--- src/hdl/akps_defs.svh ---
// Purpose: Offsets, field positions, encodings and reset values of the shell
// Assumes: Included by bare name, once per compilation unit
// Notes: Definitions only
`ifndef AKPS_DEFS_SVH
`define AKPS_DEFS_SVH
`define AKPS_LITE_AW 8
`define AKPS_ADDR_W 64
`define AKPS_OFF_CTRL 8'h00
`define AKPS_OFF_SRC_LO 8'h10
`define AKPS_OFF_SRC_HI 8'h14
`define AKPS_OFF_LEN 8'h18
`define AKPS_BIT_START 0
`define AKPS_BIT_DONE 1
`define AKPS_BIT_IDLE 2
`define AKPS_BURST_INCR 2'h1
`define AKPS_RESP_OKAY 2'h0
`define AKPS_MAX_BEATS 16
`define AKPS_REG_RESET 32'h0000_0000
`endif

--- src/hdl/akps_pkg.sv ---
// Purpose: Types shared by the kernel shell modules
// Assumes: Nothing
// Notes: One-hot run states
package akps_pkg;
  typedef enum logic [3:0] {
    AKPS_ST_IDLE = 4'h1,
    AKPS_ST_ADDR = 4'h2,
    AKPS_ST_DATA = 4'h4,
    AKPS_ST_DRAIN = 4'h8
  } akps_run_t;
  typedef enum logic [0:0] {
    AKPS_MODE_HANDSHAKE = 1'h0,
    AKPS_MODE_FREE_RUN = 1'h1
  } akps_mode_t;
endpackage : akps_pkg

--- src/hdl/akps_fifo_if.sv ---
// Purpose: Carrier between the kernel and its data buffer
// Assumes: One filler, one store
// Notes: Level counts stored words
`timescale 1ns/1ps
interface akps_fifo_if #(
  parameter int W = 32,
  parameter int LW = 5
);
  logic in_valid;
  logic in_ready;
  logic [W-1:0] in_data;
  logic out_valid;
  logic out_ready;
  logic [W-1:0] out_data;
  logic [LW-1:0] level;
  modport fill (output in_valid, in_data, out_ready,
                input in_ready, out_valid, out_data, level);
  modport store (input in_valid, in_data, out_ready,
                 output in_ready, out_valid, out_data, level);
endinterface : akps_fifo_if

--- src/hdl/akps_fifo.sv ---
// Purpose: Flip-flop FIFO between memory reads and the stream output
// Assumes: Synchronous active-high reset
// Notes: Depth must be a power of two
`timescale 1ns/1ps
module akps_fifo #(
  parameter int W = 32,
  parameter int DEPTH = 16
) (
  input wire logic clk_in,
  input wire logic rst_in,
  akps_fifo_if.store fifo
);
  import akps_pkg::*;

  localparam int PW = $clog2(DEPTH);

  if (DEPTH < 2 || (1 << PW) != DEPTH) begin : g_depth_chk
    $error("FIFO depth must be a power of two of at least 2");
  end

  typedef struct packed {
    logic [DEPTH-1:0][W-1:0] mem;
    logic [PW-1:0] wr;
    logic [PW-1:0] rd;
    logic [PW:0] cnt;
  } akps_fifo_state_t;

  akps_fifo_state_t s_q;
  akps_fifo_state_t s_d;
  logic wr_en;
  logic rd_en;

  always_comb begin
    s_d = s_q;
    wr_en = fifo.in_valid && (s_q.cnt != (PW + 1)'(DEPTH));
    rd_en = fifo.out_ready && (s_q.cnt != '0);
    if (wr_en) begin
      s_d.mem[s_q.wr] = fifo.in_data;
      s_d.wr = s_q.wr + 1'b1;
    end
    if (rd_en) begin
      s_d.rd = s_q.rd + 1'b1;
    end
    s_d.cnt = s_q.cnt + (PW + 1)'(wr_en) - (PW + 1)'(rd_en);
  end

  always_ff @(posedge clk_in) begin
    if (rst_in) begin
      s_q <= '0;
    end else begin
      s_q <= s_d;
    end
  end

  assign fifo.in_ready = (s_q.cnt != (PW + 1)'(DEPTH));
  assign fifo.out_valid = (s_q.cnt != '0);
  assign fifo.out_data = s_q.mem[s_q.rd];
  assign fifo.level = s_q.cnt;
endmodule : akps_fifo

--- src/hdl/akps_kernel.sv ---
// Purpose: Kernel shell: control slave, memory read master, stream output
// Assumes: Platform drives the reset synchronously to CLK_IN
// Notes: Reads LEN words from SRC and streams them out, then flags done
`timescale 1ns/1ps
`include "akps_defs.svh"
module akps_kernel #(
  parameter int DATA_W = 32,
  parameter int FIFO_DEPTH = 16,
  parameter int MAX_BEATS = `AKPS_MAX_BEATS,
  parameter akps_pkg::akps_mode_t MODE = akps_pkg::AKPS_MODE_HANDSHAKE
) (
  input wire logic CLK_IN,
  input wire logic RST_N_IN,
  // No second clock, reset or crossing
  input wire logic S_AXI_CONTROL_AWVALID_IN,
  output logic S_AXI_CONTROL_AWREADY_OUT,
  input wire logic [`AKPS_LITE_AW-1:0] S_AXI_CONTROL_AWADDR_IN,
  input wire logic S_AXI_CONTROL_WVALID_IN,
  output logic S_AXI_CONTROL_WREADY_OUT,
  input wire logic [31:0] S_AXI_CONTROL_WDATA_IN,
  input wire logic [3:0] S_AXI_CONTROL_WSTRB_IN,
  output logic S_AXI_CONTROL_BVALID_OUT,
  input wire logic S_AXI_CONTROL_BREADY_IN,
  output logic [1:0] S_AXI_CONTROL_BRESP_OUT,
  input wire logic S_AXI_CONTROL_ARVALID_IN,
  output logic S_AXI_CONTROL_ARREADY_OUT,
  input wire logic [`AKPS_LITE_AW-1:0] S_AXI_CONTROL_ARADDR_IN,
  output logic S_AXI_CONTROL_RVALID_OUT,
  input wire logic S_AXI_CONTROL_RREADY_IN,
  output logic [31:0] S_AXI_CONTROL_RDATA_OUT,
  output logic [1:0] S_AXI_CONTROL_RRESP_OUT,
  output logic M_AXI_GMEM_ARVALID_OUT,
  input wire logic M_AXI_GMEM_ARREADY_IN,
  output logic [`AKPS_ADDR_W-1:0] M_AXI_GMEM_ARADDR_OUT,
  output logic [7:0] M_AXI_GMEM_ARLEN_OUT,
  output logic [2:0] M_AXI_GMEM_ARSIZE_OUT,
  output logic [1:0] M_AXI_GMEM_ARBURST_OUT,
  input wire logic M_AXI_GMEM_RVALID_IN,
  output logic M_AXI_GMEM_RREADY_OUT,
  input wire logic [DATA_W-1:0] M_AXI_GMEM_RDATA_IN,
  input wire logic M_AXI_GMEM_RLAST_IN,
  output logic M_AXIS_TVALID_OUT,
  input wire logic M_AXIS_TREADY_IN,
  output logic [DATA_W-1:0] M_AXIS_TDATA_OUT,
  output logic M_AXIS_TLAST_OUT
  // Interrupt port left out, never tied off
);
  import akps_pkg::*;

  localparam int BYTES = DATA_W / 8;
  localparam logic [2:0] SIZE_CODE = 3'($clog2(BYTES));
  localparam int LW = $clog2(FIFO_DEPTH) + 1;

  // ************************************************
  // Elaboration checks
  // ************************************************
  if (MODE == AKPS_MODE_FREE_RUN) begin : g_mode_chk
    // A memory master is always present here
    $error("Free-running control cannot own a memory master");
  end
  if (DATA_W < 32 || DATA_W > 1024 || (1 << $clog2(DATA_W)) != DATA_W)
  begin : g_width_chk
    $error("Data width must be a power of two from 32 to 1024");
  end
  if (MAX_BEATS < 1 || MAX_BEATS > 256) begin : g_beats_chk
    $error("Burst length must lie between 1 and 256 beats");
  end

  // ************************************************
  // State
  // ************************************************
  typedef struct packed {
    logic [1:0] rst_pipe;
    logic wr_rdy;
    logic b_vld;
    logic rd_rdy;
    logic r_vld;
    logic [31:0] r_data;
    logic start;
    logic done;
    logic [63:0] src;
    logic [31:0] len;
    akps_run_t st;
    logic ar_vld;
    logic [`AKPS_ADDR_W-1:0] ar_addr;
    logic [7:0] ar_len;
    logic [31:0] ar_left;
    logic [31:0] out_left;
    logic rrdy;
    logic t_vld;
    logic [DATA_W-1:0] t_data;
    logic t_last;
  } akps_state_t;

  akps_state_t s_q;
  akps_state_t s_d;
  logic rst;
  logic wr_hit;
  logic rd_hit;
  logic push;
  logic pop;
  logic [8:0] beats;
  int lvl_next;

  akps_fifo_if #(.W(DATA_W), .LW(LW)) fif ();

  akps_fifo #(
    .W(DATA_W),
    .DEPTH(FIFO_DEPTH)
  ) akps_fifo_i (
    .clk_in(CLK_IN),
    .rst_in(rst),
    .fifo(fif.store)
  );

  // ************************************************
  // Register helpers
  // ************************************************
  function automatic logic [31:0] merge(input logic [31:0] old,
                                        input logic [31:0] nw,
                                        input logic [3:0] be);
    logic [31:0] v;
    v = old;
    for (int i = 0; i < 4; i++) begin
      if (be[i]) begin
        v[8*i +: 8] = nw[8*i +: 8];
      end
    end
    return v;
  endfunction : merge

  function automatic logic [31:0] read_reg(
      input logic [`AKPS_LITE_AW-1:0] a, input akps_state_t s);
    logic [31:0] v;
    v = `AKPS_REG_RESET;
    if (a == `AKPS_OFF_CTRL) begin
      v[`AKPS_BIT_START] = s.start;
      v[`AKPS_BIT_DONE] = s.done;
      v[`AKPS_BIT_IDLE] = (s.st == AKPS_ST_IDLE);
    end else if (a == `AKPS_OFF_SRC_LO) begin
      v = s.src[31:0];
    end else if (a == `AKPS_OFF_SRC_HI) begin
      v = s.src[63:32];
    end else if (a == `AKPS_OFF_LEN) begin
      v = s.len;
    end
    return v;
  endfunction : read_reg

  // ************************************************
  // Next state
  // ************************************************
  assign rst = s_q.rst_pipe[1];
  assign fif.in_valid = M_AXI_GMEM_RVALID_IN && s_q.rrdy;
  assign fif.in_data = M_AXI_GMEM_RDATA_IN;
  assign fif.out_ready = !s_q.t_vld || M_AXIS_TREADY_IN;

  always_comb begin
    s_d = s_q;
    // Two stages keep reset fan-out off the input pin
    s_d.rst_pipe = {s_q.rst_pipe[0], !RST_N_IN};
    push = fif.in_valid && fif.in_ready;
    pop = fif.out_valid && fif.out_ready;
    wr_hit = s_q.wr_rdy && S_AXI_CONTROL_AWVALID_IN &&
             S_AXI_CONTROL_WVALID_IN;
    rd_hit = s_q.rd_rdy && S_AXI_CONTROL_ARVALID_IN;
    beats = (s_q.ar_left > 32'(MAX_BEATS)) ? 9'(MAX_BEATS) :
            s_q.ar_left[8:0];
    lvl_next = int'(fif.level) + int'(push) - int'(pop);

    // Control slave: address and data taken together
    s_d.wr_rdy = S_AXI_CONTROL_AWVALID_IN && S_AXI_CONTROL_WVALID_IN &&
                 !s_q.wr_rdy && !s_q.b_vld;
    s_d.b_vld = wr_hit || (s_q.b_vld && !S_AXI_CONTROL_BREADY_IN);
    s_d.rd_rdy = S_AXI_CONTROL_ARVALID_IN && !s_q.rd_rdy && !s_q.r_vld;
    s_d.r_vld = rd_hit || (s_q.r_vld && !S_AXI_CONTROL_RREADY_IN);
    if (rd_hit) begin
      s_d.r_data = read_reg(S_AXI_CONTROL_ARADDR_IN, s_q);
      if (S_AXI_CONTROL_ARADDR_IN == `AKPS_OFF_CTRL) begin
        s_d.done = 1'b0;
      end
    end
    if (wr_hit) begin
      if (S_AXI_CONTROL_AWADDR_IN == `AKPS_OFF_CTRL) begin
        if (S_AXI_CONTROL_WSTRB_IN[0] &&
            S_AXI_CONTROL_WDATA_IN[`AKPS_BIT_START]) begin
          s_d.start = 1'b1;
        end
      end else if (S_AXI_CONTROL_AWADDR_IN == `AKPS_OFF_SRC_LO) begin
        s_d.src[31:0] = merge(s_q.src[31:0], S_AXI_CONTROL_WDATA_IN,
                              S_AXI_CONTROL_WSTRB_IN);
      end else if (S_AXI_CONTROL_AWADDR_IN == `AKPS_OFF_SRC_HI) begin
        s_d.src[63:32] = merge(s_q.src[63:32], S_AXI_CONTROL_WDATA_IN,
                               S_AXI_CONTROL_WSTRB_IN);
      end else if (S_AXI_CONTROL_AWADDR_IN == `AKPS_OFF_LEN) begin
        s_d.len = merge(s_q.len, S_AXI_CONTROL_WDATA_IN,
                        S_AXI_CONTROL_WSTRB_IN);
      end
    end

    // Run sequence
    unique case (s_q.st)
      AKPS_ST_IDLE: begin
        if (s_q.start) begin
          s_d.start = 1'b0;
          s_d.ar_addr = s_q.src;
          s_d.ar_left = s_q.len;
          s_d.out_left = s_q.len;
          if (s_q.len == 32'h0000_0000) begin
            s_d.done = 1'b1;
          end else begin
            s_d.st = AKPS_ST_ADDR;
          end
        end
      end
      AKPS_ST_ADDR: begin
        if (!s_q.ar_vld) begin
          s_d.ar_vld = 1'b1;
          s_d.ar_len = 8'(beats - 9'h001);
        end else if (M_AXI_GMEM_ARREADY_IN) begin
          s_d.ar_vld = 1'b0;
          // Bursts may cross 4 KiB pages; source must be burst aligned
          s_d.ar_addr = s_q.ar_addr +
                        64'((32'(s_q.ar_len) + 32'd1) * BYTES);
          s_d.ar_left = s_q.ar_left - (32'(s_q.ar_len) + 32'd1);
          s_d.st = AKPS_ST_DATA;
        end
      end
      AKPS_ST_DATA: begin
        if (push && M_AXI_GMEM_RLAST_IN) begin
          s_d.st = (s_q.ar_left == 32'h0000_0000) ? AKPS_ST_DRAIN :
                   AKPS_ST_ADDR;
        end
      end
      AKPS_ST_DRAIN: begin
      end
    endcase

    // Stream output register
    if (pop) begin
      s_d.t_vld = 1'b1;
      s_d.t_data = fif.out_data;
      s_d.t_last = (s_q.out_left == 32'h0000_0001);
      s_d.out_left = s_q.out_left - 32'd1;
    end else if (M_AXIS_TREADY_IN) begin
      s_d.t_vld = 1'b0;
    end
    // Done set wins over a same-cycle clear on read
    if (s_q.t_vld && M_AXIS_TREADY_IN && s_q.t_last) begin
      s_d.done = 1'b1;
      s_d.st = AKPS_ST_IDLE;
    end

    // Ready only while the next beat is sure to fit
    s_d.rrdy = (lvl_next < FIFO_DEPTH);
  end

  always_ff @(posedge CLK_IN) begin
    if (rst) begin
      s_q <= '0;
      s_q.st <= AKPS_ST_IDLE;
      s_q.rst_pipe <= s_d.rst_pipe;
    end else begin
      s_q <= s_d;
    end
  end

  // ************************************************
  // Outputs
  // ************************************************
  assign S_AXI_CONTROL_AWREADY_OUT = s_q.wr_rdy;
  assign S_AXI_CONTROL_WREADY_OUT = s_q.wr_rdy;
  assign S_AXI_CONTROL_BVALID_OUT = s_q.b_vld;
  assign S_AXI_CONTROL_BRESP_OUT = `AKPS_RESP_OKAY;
  assign S_AXI_CONTROL_ARREADY_OUT = s_q.rd_rdy;
  assign S_AXI_CONTROL_RVALID_OUT = s_q.r_vld;
  assign S_AXI_CONTROL_RDATA_OUT = s_q.r_data;
  assign S_AXI_CONTROL_RRESP_OUT = `AKPS_RESP_OKAY;
  assign M_AXI_GMEM_ARVALID_OUT = s_q.ar_vld;
  assign M_AXI_GMEM_ARADDR_OUT = s_q.ar_addr;
  assign M_AXI_GMEM_ARLEN_OUT = s_q.ar_len;
  assign M_AXI_GMEM_ARSIZE_OUT = SIZE_CODE;
  assign M_AXI_GMEM_ARBURST_OUT = `AKPS_BURST_INCR;
  assign M_AXI_GMEM_RREADY_OUT = s_q.rrdy;
  assign M_AXIS_TVALID_OUT = s_q.t_vld;
  assign M_AXIS_TDATA_OUT = s_q.t_data;
  assign M_AXIS_TLAST_OUT = s_q.t_last;
endmodule : akps_kernel

--- config.mk ---
export PLATFORM = sky130hd
export DESIGN_NAME = akps_kernel
export DESIGN_NICKNAME = d
export VERILOG_FILES = /design/src/hdl/akps_pkg.sv /design/src/hdl/akps_fifo_if.sv /design/src/hdl/akps_fifo.sv /design/src/hdl/akps_kernel.sv
export VERILOG_INCLUDE_DIRS = /design/src /design/src/hdl
export SDC_FILE = /design/constraint.sdc
export NUM_CORES = 2
export LEC_CHECK = 0
export BUFFER_PORTS_ARGS = -buffer_cell sky130_fd_sc_hd__buf_2
export CORE_UTILIZATION = 40
export DETAILED_ROUTE_END_ITERATION = 7
export GPL_TIMING_DRIVEN = 0
export PLACE_DENSITY = 0.56
export SLEW_MARGIN = 25
export SYNTH_ARGS = -nofsm -noshare
export SYNTH_HDL_FRONTEND = slang
export SYNTH_SLANG_ARGS = --single-unit
--- constraint.sdc ---
create_clock -name CLK_IN -period 5.7 [get_ports CLK_IN]
set_clock_uncertainty 0.1 [all_clocks]
set_input_delay 0.57 -clock CLK_IN [delete_from_list [all_inputs] [get_ports CLK_IN]]
set_output_delay 0.57 -clock CLK_IN [all_outputs]
set_load 0.005 [all_outputs]
==> results.toml <==
[cts]
clock_latency_ns = 0.69
cts_resized = 0
cts_buffer_depth = 3
htree_levels = 3
cts_buffers = 95
post_cts_buffers = 0
cts_tree = "done"
clock-root-buffer = "clkbuf_16"
cts_num_sinks = 837
clk_pin_slew_ns = 0.05

[routing]
post_drt_wl_per_cell_um = 25.8
drtAntennaViolNets = 0
first_pass_iters = 8
drt_iter0_markers = 4121
via_per_inst = 5.85
num_vias = 37600
drt_wl_total_um = 166000
drc = 118

[finish]
seqCellArea_um2 = 16800
layout_common_cells = "nand2_1 (1280), dfxtp_1 (837), a21oi_1 (701)"
drive_gt1_share_pct = 14.6
nets = 5210
multi_input_area_um2 = 19600
layout_commonest_cell = "nand2_1"
fill_cells = 9700
area_growth_pct = 15.2

[synthesis]
synthArstFlopShare_pct = 0
synthTopCellsByArea = "dfxtp_1 (43%), nand2_1 (12%), a21oi_1 (9.0%), mux4_2 (7.4%), clkbuf_1 (3.3%)"
yosysSeqAreaShare_pct = 42.8
synth_cells = 4763
syn_area_um2 = 39100
ys_warn_count = 0
synth-edff-count = 0
ys.flop_type = "dfxtp_1"
synth_top_area_share_pct = 42.8
ys_ff_latch = 837
syn_area_per_cell_um2 = 8.22
synth_top_cell_by_area = "dfxtp_1"
synth_cell_type_count = 91

[critical_path]
worstSetupStartpointType = "flip-flop"
crit_required_ns = 6.16
slowest_delay_ns = 0.61
critPathBufInv = 5
slowest_stage = "nand2_1"
cp_top_family = "simple AND/OR/NAND/NOR gates"
path_max_fanout = 10
crit_path_end_kind = "flip-flop"
path_class = "flip-flop to flip-flop"
path_common_cell = "inv_1"
worstPathArrival_ns = 5.14
crit_chain = "inv_1, ha_1, or4b_1, nand2_1, inv_1, clkbuf_1, ha_1, inv_1, ha_1, inv_1, fa_1, nand2b_1, a21oi_1, o21a_1, nor4_1, mux2i_1, nand2_1"

[sta]
tightest_slew_ns = 1.21
holdWs_ns = 0.0550
fin_ws_ns = 1.02
rsz0062_at_grt = "false"
min_period_ns = 4.68
finalCritPeriodShare_pct = 82.1
hold_viol_final = 0
tns_ns = 0
slew_violations = 0
finalSetupViolCount = 0
maxSlewHeadroom_pct = 19.5
fmax_mhz = 214

[placement]
hpwl_um = 122000
port_buffers = 204
dp_slack_ns = 1.05
gp_congestion = 0.993

[global_routing]
grt_max_degree = 14
grt_use_met1_pct = 39.8
grtUsageMet3_pct = 5.77
top_usage_layer = "met2"
track_usage_pct = 32.5
grt_overflow = 0
antenna_found_initial = 5
met2_usage_pct = 52.7
grt_pass1_wl_um = 238000
first_global_vias = 35100

[floorplanning]
die_w_um = 315
die_area_um2 = 99100
initial_core_util_pct = 40.4
io_pins = 249
die_h_um = 315
core_um2 = 96900
fp-row-count = 114

[status]
violations = "design-rule violations"
status = "finished with violations"

[hold_path]
holdCritPathClass = "input port to flip-flop"

[pwr]
peakVddDrop_mv = 0.232
p_leak_nw = 15.8
power_density_nw_per_um2 = 344
p_total_mw = 15.5

[flow_run]
cap_violations = 0
[repair_timing]
action,CTS,global route
endpoints found under the hold margin,1,0
setup endpoints to repair,0,0
hold buffers,1,0
[worst min-delay path, delay by kind of cell]
family	cells	cell delay (ns)
buffers and inverters	1	0.10
and+or+nand+nor	2	0.09
[per-layer routing]
layer / vias up / part of all wire [%] / routed length, um
met5: - / 0.0079 / 13
met3: 516 / 8.3 / 13700
met4: 2 / 7.0 / 11600
met1: 18000 / 39 / 64300
met2: 1987 / 46 / 76000
li1: 17100 / - / -
[path summary, 6_finish.rpt]
path	depth (start not counted)	start	slack, ns	to
max	17	akps_fifo_i.fifo.level[3]	1.02	M_AXI_GMEM_RREADY_OUT
min	3	S_AXI_CONTROL_WVALID_IN	0.06	S_AXI_CONTROL_AWREADY_OUT
max reg2reg	17	akps_fifo_i.fifo.level[3]	1.02	M_AXI_GMEM_RREADY_OUT
min reg2reg	0	s_d[311]	0.23	rst
[cells in the mapped netlist, types with 17 or more instances]
library cell  count
a211oi_1         17
a21oi_1         701
a221oi_1         46
a22o_1           23
a22oi_1          18
a31oi_1          31
and3_1           31
buf_1            19
buf_2            31
buf_4           147
clkbuf_1        346
dfxtp_1         837
ha_1             37
inv_1            48
mux2_2           35
mux2i_1          73
mux4_2          128
nand2_1        1280
nand3_1         148
nand4_1          36
nor2_1          213
nor3_1           90
nor4_1           38
o21ai_0          83
or3_1            17
[sequential cells by signal (all words and copies together) (netlist names)]
signal and cells:
akps_fifo_i.s_q 520, s_q 166, M_AXI_GMEM_ARADDR_OUT 64, M_AXIS_TDATA_OUT 32, S_AXI_CONTROL_RDATA_OUT 32, M_AXI_GMEM_ARLEN_OUT 8
akps_fifo_i.fifo.level 5, M_AXIS_TLAST_OUT 1, M_AXIS_TVALID_OUT 1, M_AXI_GMEM_ARVALID_OUT 1, M_AXI_GMEM_RREADY_OUT 1, S_AXI_CONTROL_ARREADY_OUT 1
S_AXI_CONTROL_AWREADY_OUT 1, S_AXI_CONTROL_BVALID_OUT 1, S_AXI_CONTROL_RVALID_OUT 1, rst 1, s_d 1
[stage by stage]
step | cells | area (um^2) | utilization, %
6_report | 6426 | 45100 | 46.5
5_1_grt | 6424 | 45100 | 46.5
4_1_cts | 6422 | 45100 | 46.5
3_5_place_dp | 6252 | 41800 | 43.2
3_3_place_gp | 6250 | 41800 | 43.1
2_1_floorplan | 4770 | 39200 | -
[power by group]
group	total [mW]	switching [mW]	internal, mW
Clock	6.44	2.66	3.77
Combinational	2.85	1.87	0.978
Sequential	6.22	0.176	6.04
[logic make-up after synthesis]
| family | Yosys count | share of synthesized area, % |
|---|---|---|
| compound gates | 1081 | 16.3 |
| xor+xnor | 27 | 0.604 |
| fa+ha+maj | 40 | 1.34 |
| buf+inv | 591 | 7.18 |
| flops | 837 | 42.8 |
| mux | 236 | 10.2 |
| other cells | 2 | 0.0192 |
| simple gates | 1949 | 21.5 |
[area by class of cell]
class / count / share of cell area (%)
Antenna cell: 3 / 0.0167
Buffer: 543 / 5.87
Clock buffer: 131 / 6.09
Clock inverter: 38 / 1.08
Inverter: 48 / 0.400
Multi-Input combinational cell: 3342 / 43.5
Sequential cell: 837 / 37.2
Tap cell: 1276 / 3.54
Timing Repair Buffer: 208 / 2.36
(Power assumes the default switching activity.)
